## config.mk

```make
export PLATFORM = sky130hd
export DESIGN_NAME = xbs_unit
export DESIGN_NICKNAME = d
export VERILOG_FILES = /design/src/verilog/xbs_pkg.sv /design/src/verilog/xbs_compose.sv /design/src/verilog/xbs_unit.sv
export SDC_FILE = /design/constraint.sdc
export NUM_CORES = 1
export LEC_CHECK = 0
export BUFFER_PORTS_ARGS = -buffer_cell sky130_fd_sc_hd__buf_2
export CORE_MARGIN = 5
export CORE_UTILIZATION = 58
export DETAILED_ROUTE_END_ITERATION = 10
export HOLD_SLACK_MARGIN = 0.05
export PLACE_DENSITY = 0.91
export SYNTH_ARGS = -nofsm -noshare
export SYNTH_HDL_FRONTEND = slang
export SYNTH_HIERARCHICAL = 1
export SYNTH_SLANG_ARGS = --single-unit
```

## constraint.sdc

```tcl
create_clock -name mclk_i -period 1.94 [get_ports mclk_i]
set_input_delay 0.291 -clock mclk_i [delete_from_list [all_inputs] [get_ports mclk_i]]
set_output_delay 0.291 -clock mclk_i [all_outputs]
set_load 0.02 [all_outputs]
```

## src/verilog/xbs_pkg.sv

```systemverilog
package xbs_pkg;

	// ==========================================
	// operation and size codes
	localparam logic [1:0] XBS_OP_NONE = 2'h0;
	localparam logic [1:0] XBS_OP_SWAP = 2'h1;
	localparam logic [1:0] XBS_OP_SEXT = 2'h2;

	localparam logic XBS_SIZE_WORD = 1'h0;
	localparam logic XBS_SIZE_ADDR = 1'h1;

	// ==========================================
	// register-map offsets (bytes) and fields
	localparam logic [3:0] XBS_REG_CTRL = 4'h0;
	localparam logic [3:0] XBS_REG_OPND = 4'h4;
	localparam logic [3:0] XBS_REG_RSLT = 4'h8;
	localparam logic [3:0] XBS_REG_STAT = 4'hc;

	localparam int XBS_CTRL_GO = 0;
	localparam int XBS_CTRL_OP_LO = 1;
	localparam int XBS_CTRL_SIZE = 3;
	localparam int XBS_CTRL_MEM = 4;

	localparam int XBS_SR_C = 0;
	localparam int XBS_SR_Z = 1;
	localparam int XBS_SR_N = 2;
	localparam int XBS_SR_GIE = 3;
	localparam int XBS_SR_CORE_OFF_BIT = 4;
	localparam int XBS_SR_OSCILLATOR_OFF_BIT = 5;
	localparam int XBS_SR_V = 8;
	localparam int XBS_STAT_BUSY = 16;

	localparam logic [31:0] XBS_BAD_ADDR_DATA = 32'hdeadbeef;

	// ==========================================
	// operand field positions
	localparam int XBS_SIGN_BIT = 7;
	localparam logic [11:0] XBS_ZERO_HI12 = 12'h000;
	localparam logic [3:0] XBS_ZERO_NIB = 4'h0;

	typedef enum logic [1:0] {
		XBS_IDLE,
		XBS_EXEC,
		XBS_DONE
	} xbs_state_type;

endpackage

```

## src/verilog/xbs_compose.sv

```systemverilog
module xbs_compose
	import xbs_pkg::*;
(
	input wire logic [1:0] op_i,
	input wire logic size_i,
	input wire logic mem_i,
	input wire logic [31:0] opnd_i,
	input wire logic [15:0] sr_i,
	output logic [31:0] rslt_o,
	output logic [15:0] sr_o
);
	logic sgn;
	logic zero;
	logic neg;

	always_comb
	begin
		sgn = opnd_i[XBS_SIGN_BIT];
		rslt_o = opnd_i;
		sr_o = sr_i;
		zero = 1'b0;
		neg = 1'b0;
		case (op_i)
			XBS_OP_SWAP:
			begin
				rslt_o[15:0] = {opnd_i[7:0], opnd_i[15:8]};
				if (size_i == XBS_SIZE_ADDR)
				begin
					if (mem_i)
						rslt_o[31:20] = XBS_ZERO_HI12;
					else
						rslt_o[31:20] = XBS_ZERO_HI12;
					// 19:16 kept
				end
				else if (!mem_i)
				begin
					rslt_o[31:16] = {XBS_ZERO_HI12, XBS_ZERO_NIB};
				end
			end
			XBS_OP_SEXT:
			begin
				if (!mem_i || size_i == XBS_SIZE_ADDR)
				begin
					rslt_o = {XBS_ZERO_HI12, {12{sgn}}, opnd_i[7:0]};
					neg = rslt_o[19];
					zero = (rslt_o[19:0] == 20'h00000);
				end
				else
				begin
					rslt_o[15:0] = {{8{sgn}}, opnd_i[7:0]};
					neg = rslt_o[15];
					zero = (rslt_o[15:0] == 16'h0000);
				end
				sr_o[XBS_SR_N] = neg;
				sr_o[XBS_SR_Z] = zero;
				sr_o[XBS_SR_C] = ~zero;
				sr_o[XBS_SR_V] = 1'b0;
			end
			default:
			begin
				rslt_o = opnd_i;
			end
		endcase
	end
endmodule

```

## src/verilog/xbs_unit.sv

```systemverilog
// Behaviour
// - byte swap in a register exchanges bits 15:8 with 7:0, both sizes
// - address-word byte swap in a register keeps bits 19:16
// - word byte swap in a register clears bits 19:16
// - address-word byte swap in memory writes zeros to bits 31:20
// - address-word byte swap in memory keeps 19:16, swaps the low bytes
// - word byte swap in memory swaps only the bytes of the 16-bit word
// - byte swap leaves N, Z, C and V unchanged
// - neither instruction touches the oscillator-off, core-off or irq-enable bits
// - sign extend in a register copies bit 7 into bits 19:8
// - address-word sign extend in memory fills 19:8 from bit 7, zeros 31:20
// - word sign extend in memory copies bit 7 into bits 15:8
// - sign extend sets N when the result is negative
// - sign extend sets Z when the result is zero
// - sign extend sets C to not Z and clears V
//
// Decided for this implementation: the register offsets and the Avalon-MM register port.
module xbs_unit
	import xbs_pkg::*;
(
	input wire logic mclk_i,
	input wire logic sys_rst_i,
	input wire logic [3:0] avs_address_i,
	input wire logic avs_read_i,
	input wire logic avs_write_i,
	input wire logic [31:0] avs_writedata_i,
	input wire logic [3:0] avs_byteenable_i,
	output logic [31:0] avs_readdata_o,
	output logic avs_waitrequest_o,
	output logic busy_o
);
	// ==========================================
	// registers
	logic [1:0] op;
	logic size;
	logic mem;
	logic [31:0] opnd;
	logic [31:0] rslt;
	logic [15:0] sr;
	xbs_state_type state;
	logic go;
	logic acked;
	logic [31:0] comp_rslt;
	logic [15:0] comp_sr;
	logic [31:0] rd_mux;
	logic [31:0] mem_word;
	logic wr_take;
	logic [31:0] sr_merged;

	function automatic logic [31:0] merge_be(input logic [31:0] old, input logic [31:0] nw,
		input logic [3:0] be);
		logic [31:0] r;
		r = old;
		for (int i = 0; i < 4; i++)
			if (be[i])
				r[i*8 +: 8] = nw[i*8 +: 8];
		return r;
	endfunction

	xbs_compose u_compose (
		.op_i(op),
		.size_i(size),
		.mem_i(mem),
		.opnd_i(opnd),
		.sr_i(sr),
		.rslt_o(comp_rslt),
		.sr_o(comp_sr)
	);

	// ==========================================
	// bus handshake: one wait cycle, answer on second edge
	// writes land only at the edge where the master sees waitrequest low
	assign wr_take = avs_write_i && !avs_waitrequest_o;
	assign sr_merged = merge_be({16'h0000, sr}, avs_writedata_i, avs_byteenable_i);
	assign go = wr_take && avs_address_i == XBS_REG_CTRL
		&& avs_byteenable_i[0] && avs_writedata_i[XBS_CTRL_GO];

	always_ff @(posedge mclk_i)
	begin
		if (sys_rst_i)
			acked <= 1'b0;
		else if ((avs_read_i || avs_write_i) && !acked)
			acked <= 1'b1;
		else
			acked <= 1'b0;
	end

	always_ff @(posedge mclk_i)
	begin
		if (sys_rst_i)
			avs_waitrequest_o <= 1'b1;
		else
			avs_waitrequest_o <= !((avs_read_i || avs_write_i) && !acked);
	end

	always_comb
	begin
		case (avs_address_i)
			XBS_REG_CTRL: rd_mux = {27'h0000000, mem, size, op, 1'b0};
			XBS_REG_OPND: rd_mux = opnd;
			XBS_REG_RSLT: rd_mux = rslt;
			XBS_REG_STAT: rd_mux = {15'h0000, state != XBS_IDLE, sr};
			default: rd_mux = XBS_BAD_ADDR_DATA;
		endcase
	end

	always_ff @(posedge mclk_i)
	begin
		if (sys_rst_i)
			avs_readdata_o <= 32'h00000000;
		else if (avs_read_i && !acked)
			avs_readdata_o <= rd_mux;
	end

	// ==========================================
	// control and operand registers
	always_ff @(posedge mclk_i)
	begin
		if (sys_rst_i)
		begin
			op <= XBS_OP_NONE;
			size <= XBS_SIZE_WORD;
			mem <= 1'b0;
		end
		else if (wr_take && avs_address_i == XBS_REG_CTRL
			&& avs_byteenable_i[0] && state == XBS_IDLE)
		begin
			op <= avs_writedata_i[XBS_CTRL_OP_LO +: 2];
			size <= avs_writedata_i[XBS_CTRL_SIZE];
			mem <= avs_writedata_i[XBS_CTRL_MEM];
		end
	end

	// memory form: operand word is read, composed, then written back in place
	always_comb
	begin
		mem_word = opnd;
		if (mem && size == XBS_SIZE_WORD)
			mem_word = {opnd[31:16], comp_rslt[15:0]};
		else
			mem_word = comp_rslt;
	end

	always_ff @(posedge mclk_i)
	begin
		if (sys_rst_i)
			opnd <= 32'h00000000;
		else if (state == XBS_EXEC && mem)
			opnd <= mem_word;
		else if (wr_take && avs_address_i == XBS_REG_OPND && state == XBS_IDLE)
			opnd <= merge_be(opnd, avs_writedata_i, avs_byteenable_i);
	end

	always_ff @(posedge mclk_i)
	begin
		if (sys_rst_i)
			rslt <= 32'h00000000;
		else if (state == XBS_EXEC)
			rslt <= mem ? mem_word : comp_rslt;
	end

	always_ff @(posedge mclk_i)
	begin
		if (sys_rst_i)
			sr <= 16'h0000;
		else if (state == XBS_EXEC)
			sr <= comp_sr;
		else if (wr_take && avs_address_i == XBS_REG_STAT && state == XBS_IDLE)
			sr <= sr_merged[15:0];
	end

	// ==========================================
	// execute sequencer
	always_ff @(posedge mclk_i)
	begin
		if (sys_rst_i)
			state <= XBS_IDLE;
		else
			case (state)
				XBS_IDLE: if (go) state <= XBS_EXEC;
				XBS_EXEC: state <= XBS_DONE;
				XBS_DONE: state <= XBS_IDLE;
				default: state <= XBS_IDLE;
			endcase
	end

	always_ff @(posedge mclk_i)
	begin
		if (sys_rst_i)
			busy_o <= 1'b0;
		else
			busy_o <= (state == XBS_IDLE) ? go : (state == XBS_EXEC);
	end
endmodule

```

## After elaboration in Yosys (flattened, before gate mapping)

Cells that the tools add are included.

- Register bits after elaboration: 121
- Input port bits: 44
- Output and inout port bits: 34
- Logic and storage cells: 94

- Eq/ne operators: 8
- Muxes and demuxes: 26
- Bitwise operators: 3
- Reduce and logical (&&, ||, !) cells: 40

Operators with widths:

| cell | count |
|---|---|
| two-way mux 32 bit | 4 |
| one-hot mux 32 bit (4 select lines) | 1 |
| one-hot mux 32 bit (2 select lines) | 1 |
| two-way mux 8 bit | 5 |
| two-way mux 16 bit | 2 |
| logical NOT 20 bit | 1 |
| two-way mux 9 bit | 2 |
| nonzero test 2 bit | 9 |
| logical NOT 16 bit | 1 |
| logical AND 1 bit | 13 |
| two-way mux 12 bit | 1 |
| AND reduction 3 bit | 4 |
| == test 4 bit, second input constant | 2 |
| AND reduction 2 bit | 4 |
| two-way mux 1 bit | 6 |
| == test 2 x 1 -> 1 bit, second input constant | 2 |
| == test 4 x 3 -> 1 bit, second input constant | 1 |
| logical NOT 1 bit | 4 |
| logical NOT 4 bit | 1 |
| two-way mux 4 bit | 1 |
| one-hot mux 2 bit (2 select lines) | 1 |
| two-way mux 3 bit | 1 |
| inverter 1 bit | 3 |
| == test 2 bit, second input constant | 1 |
| 5 further kinds | 6 |

## Longest topological paths before layout

Gate-level depths: netlist of the first run.

- Word-level depth: 7
- Mapped depth: 9
- Mapped depth without buffers: 8

## Modules after synthesis

Netlist of the first run, hierarchy kept.

Modules (own cells, without submodules):

| module | times used | cells each | area each (um2) | sequential area each (um2) |
|---|---|---|---|---|
| xbs_unit | 1 | 617 | 5265.0 | 2422.3 |
| xbs_compose | 1 | 98 | 648.1 | 0.0 |

## Least setup slack after synthesis of the first run

OpenSTA, ideal clock, no wires.

- Path kind: reg2reg
- Start: register op[0]
- End: register opnd[19]
- Setup time: 139 ps
- Arrival: 1611 ps
- Data required time: 1801 ps
- Slack: 190 ps
- Cell stages (with the launch flop): 10
- Buffers on the path: 1
- Period minus slack after synthesis: 1750 ps
- Path through: dfxtp_1 inv_1 ha_1 buf_6 nand2b_1 o21ai_0 a22o_1 mux2_2 nor2_1 a311oi_1

- Cells in the longest elaborated chain, start to end: 4
- Elaborated cells between the ends (all ways): 5
- Those cells by class: eq/ne: 2; mux: 3

RTL lines:

| element | line | RTL |
|---|---|---|
| from (decl) | xbs_unit.sv:34 | `logic [1:0] op;` |
| from (signal assigned) | xbs_unit.sv:128 | `op <= avs_writedata_i[XBS_CTRL_OP_LO +: 2];` |
| == test 2 bit / == test 2 x 1 -> 1 bit (equally long branches) | xbs_compose.sv:23 | `case (op_i)` |
| one-hot mux 32 bit (2 select lines) (*) | xbs_compose.sv:23 |  |
| net comp_rslt[19] | xbs_unit.sv:43 | `logic [31:0] comp_rslt;` |
| two-way mux 32 bit (*) | xbs_unit.sv:138 | `if (mem && size == XBS_SIZE_WORD)` |
| two-way mux 32 bit (*) | xbs_unit.sv:148 | `else if (state == XBS_EXEC && mem)` |
| to (signal assigned) | xbs_unit.sv:149 | `opnd <= mem_word;` |
| to (signal assigned) | xbs_unit.sv:151 | `opnd <= merge_be(opnd, avs_writedata_i, avs_byteenable_i);` |
| to (decl) | xbs_unit.sv:37 | `logic [31:0] opnd;` |

Mark *: on every way through the listed nets, which the timed path passes. The rest lies on a longest branch.
A chain may end at the register's enable or synchronous reset.

## Worst setup path in the final report of the first run

- Start: register op[1]
- End: register rslt[17]

- Cells in the longest elaborated chain, start to end: 4
- Elaborated cells between the ends (all ways): 5
- Those cells by class: eq/ne: 2; mux: 3

RTL lines:

| element | line | RTL |
|---|---|---|
| == test 2 bit / == test 2 x 1 -> 1 bit (equally long branches) | xbs_compose.sv:23 |  |
| one-hot mux 32 bit (2 select lines) (*) | xbs_compose.sv:23 |  |
| net comp_rslt[17] | xbs_unit.sv:43 |  |
| two-way mux 32 bit | xbs_unit.sv:138 |  |
| two-way mux 32 bit (*) | xbs_unit.sv:159 | `rslt <= mem ? mem_word : comp_rslt;` |
| to (signal assigned) | xbs_unit.sv:159 |  |
| to (decl) | xbs_unit.sv:38 | `logic [31:0] rslt;` |

Marked as above.

==> results of run 1 <==
-- tightest hold or removal path, delay by kind of cell --
| family | cells | cell delay (ns) |
|---|---|---|
| AOI/OAI and AO/OA | 1 | 0.08 |
| buffers and inverters | 1 | 0.11 |
| and+or+nand+nor | 1 | 0.05 |
-- power by group through the flow --
stage	combinational [mW]	sequential (mW)	clock (mW)
5_1_grt	0.475	2.57	3.33
3_3_place_gp	0.416	2.62	0
6_report	0.445	2.57	3.20
3_5_place_dp	0.424	2.62	0
2_1_floorplan	0.194	2.67	0
4_1_cts	0.438	2.57	3.21
-- what timing repair did --
item,4_1_cts,5_1_grt
gates resized for setup,1,10
hold buffers,6,0
pin swaps,0,1
hold endpoints to repair,5,0
endpoints found under the setup margin,1,21
-- routing by layer --
metal,vias up,part of all wire,track usage
li1,2672,-,-
met1,2753,0.38,0.3532
met2,388,0.47,0.4600
met3,105,0.10,0.08024
met4,0,0.044,0.1264
met5,-,0,0
-- state kept, by name, summed over array words and instances, names as in the netlist --
name and count:
busy_o 1, sr 16, op 2, size 1, mem 1, state 2
avs_waitrequest_o 1, opnd 32, avs_readdata_o 32, rslt 32, acked 1
-- worst max-delay path by stage --
| stage | slack (ns) | from | endpoint |
|---|---|---|---|
| after floorplan | 0.19 | op[0] | opnd[19] |
| after global placement | 0.17 | op[0] | opnd[19] |
| after detailed placement | 0.09 | op[0] | opnd[18] |
| after CTS | 0.04 | op[0] | opnd[18] |
| after global routing | 0.003 | op[1] | opnd[18] |
| final | 0.09 | op[1] | rslt[17] |
-- through the flow --
stage / worst slack [ns] / util / total power [mW]
3_5_place_dp: 0.08976 / 0.6424 / 3.047
5_1_grt: 0.002687 / 0.7122 / 6.377
3_3_place_gp: 0.1652 / 0.6424 / 3.036
4_1_cts: 0.03888 / 0.7094 / 6.213
2_1_floorplan: 0.1900 / - / 2.867
6_report: 0.08843 / 0.7122 / 6.211
-- layout by cell type, fill, tap and decap left out, types with 2 or more instances in the layout --
cell type / n
o21ai_0: 9
dlygate4sd3_1: 6
a31oi_1: 4
nor3_1: 9
buf_2: 76
nand2b_1: 4
mux4_2: 4
clkinv_4: 4
clkinv_2: 3
dfxtp_1: 120
inv_1: 5
nand3b_1: 4
a31o_2: 2
buf_4: 21
nand3_1: 28
inv_6: 2
mux2i_1: 16
mux2_2: 11
buf_12: 6
or2_1: 3
clkbuf_8: 2
a311oi_1: 41
a211oi_1: 28
a221oi_1: 24
bufinv_16: 3
clkbuf_16: 16
a22o_1: 19
a21oi_1: 28
o21ai_1: 6
a21o_1: 4
o22ai_1: 3
nor2b_1: 15
nand2_1: 112
nor2_1: 107
clkinvlp_4: 2
and2_1: 2
a22oi_1: 9
-- final cells by class --
cell class                      instances  area (um2)  share of cell area
Timing Repair Buffer                  109       718.2              0.1022
Multi-Input combinational cell        512        3095              0.4406
Sequential cell                       121        2426              0.3453
Inverter                                5       18.77            0.002671
Tap cell                              133       166.4             0.02369
Clock buffer                           18       427.9             0.06091
Clock inverter                         14       172.7             0.02458
-- logic make-up (layout without fill, tap and decap cells) --
family / Yosys count / count (layout) / share of synthesized area
simple gates: 299 / 299 / 0.2230
compound gates: 180 / 180 / 0.2273
flops: 121 / 121 / 0.4096
buf+inv: 82 / 146 / 0.07258
mux: 31 / 31 / 0.06327
fa+ha+maj: 2 / 2 / 0.004231
==> metrics.txt, run 1 <==
status completed; H-tree Lvls 4; CP arrival approximately 2.2 ns; Synth top cells by count dfxtp_1 (121), nand2_1 (112), nor2_1 (108); crit path capture type flip-flop; Internal approximately 4.7 mW; Post-Synthesis Cells ~700; Die Span Y about 110 um; Synthesized Nets 761; buffer count from post-CTS setup fixing 0; clock root buffer master clkbuf_8; area of the core roughly 9900 um2; CTS tree done; slew margin rel. 0.5819; largest net degree at the start of global routing 53; max_cap viols 0; Area Growth Syn to Fin 18.81%; Starting DRT DRC Count 727; Non-Filler Instances about 910; Die Wd between 100 and 150 um; Yosys top cell area share 0.4096; Reg power frac 0.413; CP Class flip-flop to flip-flop; Fill cells just over 700; Hold Slack roughly 0.062 ns; sw power about 1.5 mW; Cells after DPL 874; final hold violation count 0; critical path peak fanout 10; TNS Setup 0 ns; io pins 78; Clock Path Buffers 2; gr ovfl total 0; Combinational Power Share 0.072; Ys Warns 6; global-route wire length before repair roughly 29,000 um; DIE AREA between 10,000 and 15,000 um2; Syn Area/Cell a little over 8 um2; post-route ant nets 0; sequential share of the synthesized area 0.4096; hpwl dp approximately 12,000 um; DR DRC count 0; final setup violation count 0; share of cells above drive strength 1 0.2131; clk_skew between 0.006 and 0.007 ns; crit path launch type flip-flop; Worst VDD drop ~0.64 mV; Max Freq 540.1 MHz; FF-to-FF End rslt[17]; period utilisation layout 0.9544; Seq cells post-synth roughly 120; min Tclk post-route between 1.5 and 2 ns; Min-Delay Path Depth 3; design area 7025 um2; vias 5,918; drt first pass iters 6; top cell type by total area after synthesis dfxtp_1; area post-placement 6337 um2; Worst Tran Pin Value 0.6257 ns; Num CTS Buffers 17; Bufs and invs on worst path 2; Ant. Diodes 0; Final #Nets roughly 810; Critical Path RT about 2.3 ns; P per Cell Area between 800 and 900 nW/um2; worst skew pair latency between 0.5 and 0.6 ns; Post-Syn Area roughly 5900 um2; fraction of registers with async set/reset 0; row cnt 36; Switching Share 0.2441; Total GRT Usage 0.2844; Reg2Reg Launch Point op[1]; clock sink total 121; Post-synth EDFFs 0; Port Buffers 77; Hold Crit Class input port to flip-flop; r2r worst-path depth 9; unrepaired setup endpoints after global routing false; static leakage around 2.8 nW; reg2reg setup slack approximately 0.088 ns; post-synth cell types 44; Synth Flop Type dfxtp_1; synth top area cells dfxtp_1 (41%), nand2_1 (7.1%), nor2_1 (6.9%); WL/cell around 20 um; slowest stage delay, CP between 0.3 and 0.4 ns; GP Congestion ~0.94; cell family with most CP delay flip-flops; initial antenna violation count 0; most frequent cell after synthesis dfxtp_1; Starting Density 0.5994; vias in the first global route around 5,700; hold endpoint sr[6]; Pins Over Slew Limit 0; stages on the worst setup path 9; Worst Hold Launch avs_writedata_i[6]; drt via density around 6.5; clk slew on worst S/H paths roughly 0.060 ns; Clock Power Share 0.515; Slowest-stage cell, CP dfxtp_4; worst-path cell chain inv_1 > ha_1 > buf_4 > o21ai_0 > nand2b_1 > a22o_1 > mux2_2 > nor2_1 > nor3_1; WL final between 15,000 and 20,000 um
(Power assumes the default switching activity.)
==> run 2: changes to the inputs <==
- CORE_ASPECT_RATIO: not set -> 0.5
==> metrics.txt, run 2 (synthesis results as in run 1) <==
DIE AREA approximately 12,000 um2; vias in the first global route ~5,600; Reg2Reg Launch Point op[1]; Die Wd about 150 um; cell family with most CP delay simple AND/OR/NAND/NOR gates; area post-placement around 6400 um2; drt first pass iters 5; GP Congestion around 0.96; drt via density around 6.2; design area roughly 7000 um2; share of cells above drive strength 1 0.2198; hold endpoint sr[6]; min Tclk post-route around 1.9 ns; P per Cell Area ~870 nW/um2; DR DRC count 0; unrepaired setup endpoints after global routing false; Core Util, Final 0.6923; Worst VDD drop between 0.6 and 0.7 mV; Clock Path Buffers 2; period utilisation layout 0.9661; Final #Nets about 810; global-route wire length before repair between 20,000 and 30,000 um; initial antenna violation count 0; Port Buffers 77; reg2reg setup slack approximately 0.066 ns; vias ~5,700; # hold bufs at CTS 0; Num CTS Buffers 17; most common cell after layout, fill and taps aside dfxtp_1; Max Freq between 500 and 600 MHz; status completed; Setup WS post-layout approximately 0.066 ns; FF-to-FF End rslt[26]; grt met2 use 0.4678; Die Span Y 81.40 um; multi-input logic area between 3000 and 4000 um2; WL final between 15,000 and 20,000 um; Hold Crit Class input port to flip-flop; Min-Delay Path Depth 3; CP arrival ~2.2 ns; CTS tree done; final hold violation count 0; GR Util met3 0.06706; critical path peak fanout 12; area of the core just over 10,000 um2; worst-path cell chain inv_1 > ha_1 > or2_1 > a21oi_2 > buf_12 > nor2b_1 > mux2_2 > nor2_1 > nor3_1; DP Worst Slack ~0.024 ns; register area approximately 2400 um2; WL/cell between 15 and 20 um; CP Class flip-flop to flip-flop; clock root buffer master clkbuf_16; max_cap viols 0; TNS Setup 0 ns; final setup violation count 0; Pins Over Slew Limit 0; Starting DRT DRC Count 550; post-route ant nets 0; most frequent cells in the layout dfxtp_1 (120), nand2_1 (112), nor2_1 (107), buf_2 (76), a311oi_1 (41); slew margin rel. 0.6145; clock sink total between 100 and 150; H-tree Lvls 4; gr ovfl total 0; hpwl dp approximately 11,000 um; Worst Tran Pin Value roughly 0.58 ns; Ant. Diodes 0; largest net degree at the start of global routing between 50 and 60; Slowest-stage cell, CP dfxtp_4; clk_skew between 0.009 and 0.01 ns; Critical Path RT about 2.2 ns; worst skew pair latency 0.41 ns; r2r worst-path depth 9; Top Registers avs_readdata_o: 32 flops, opnd: 32 flops, rslt: 32 flops; Total GRT Usage 0.2788; row cnt 26; Fill cells 791; Starting Density 0.5864; grt peak-use layer met2; crit path launch type flip-flop; slowest stage delay, CP around 0.38 ns; static leakage 2.766 nW; Bufs and invs on worst path 2; io pins between 70 and 80; clk slew on worst S/H paths approximately 0.060 ns; GRT met1 Usage 0.3452; crit path capture type flip-flop; Area Growth Syn to Fin 18.07%; Worst Hold Launch avs_writedata_i[6]
[run 2: final cells by class]
type	instances	share of cell area
repair buffers	108	0.09785
clock inverters	15	0.02204
multi-input cells	512	0.4439
flip-flops and latches	121	0.3475
well taps	140	0.02509
inverters	5	0.002688
clock buffers	17	0.06093
[run 2: per-layer routing]
metal,vias to the layer above,wire length [um]
li1,2670,-
met1,2721,7140
met2,287,7984
met3,47,1459
met4,0,534
met5,-,0
[run 2: metrics by stage]
step | power [mW] | hold WS, ns | cells
floorplan | 2.867 | 0.4211 | 715
global placement | 3.037 | 0.4391 | 885
detailed placement | 3.047 | 0.4461 | 885
CTS | 6.093 | 0.1493 | 917
global route | 6.243 | 0.1717 | 918
finish | 6.084 | 0.1569 | 918
[run 2: report_power, final]
part           total [mW]  internal (mW)  leakage, nW  switching (mW)
Clock                3.08           1.89        0.275            1.19
Sequential           2.57           2.54        0.982          0.0295
Combinational       0.437          0.154         1.51           0.282
Total                6.08           4.58         2.77            1.51
[run 2: what timing repair did]
item	in CTS	in global routing
setup buffers	0	1
endpoints found under the setup margin	1	30
gates cloned	0	0
pin swaps	0	1
resized for setup	1	10
[run 2: worst max path at each step]
stage               end  startpoint  slack (ns)  cells past startpoint
6_report       rslt[26]       op[1]        0.07                      9
5_1_grt        rslt[26]       op[1]       0.009                      9
4_1_cts        opnd[19]       op[0]        0.04                      8
3_5_place_dp   opnd[18]       op[0]        0.02                      8
3_3_place_gp    opnd[2]       op[0]        0.13                      7
2_1_floorplan  opnd[19]       op[0]        0.19                      9
[run 2: worst register-to-register path: cells and delay by family, from the launching register on]
kind	cells	cell delay (ns)
AO/OA/AOI/OAI	1	0.23
AND/OR/NAND/NOR	4	0.46
multiplexers	1	0.29
adder cells (fa/ha/maj)	1	0.19
buffers and inverters	2	0.22
flip-flops	1	0.38
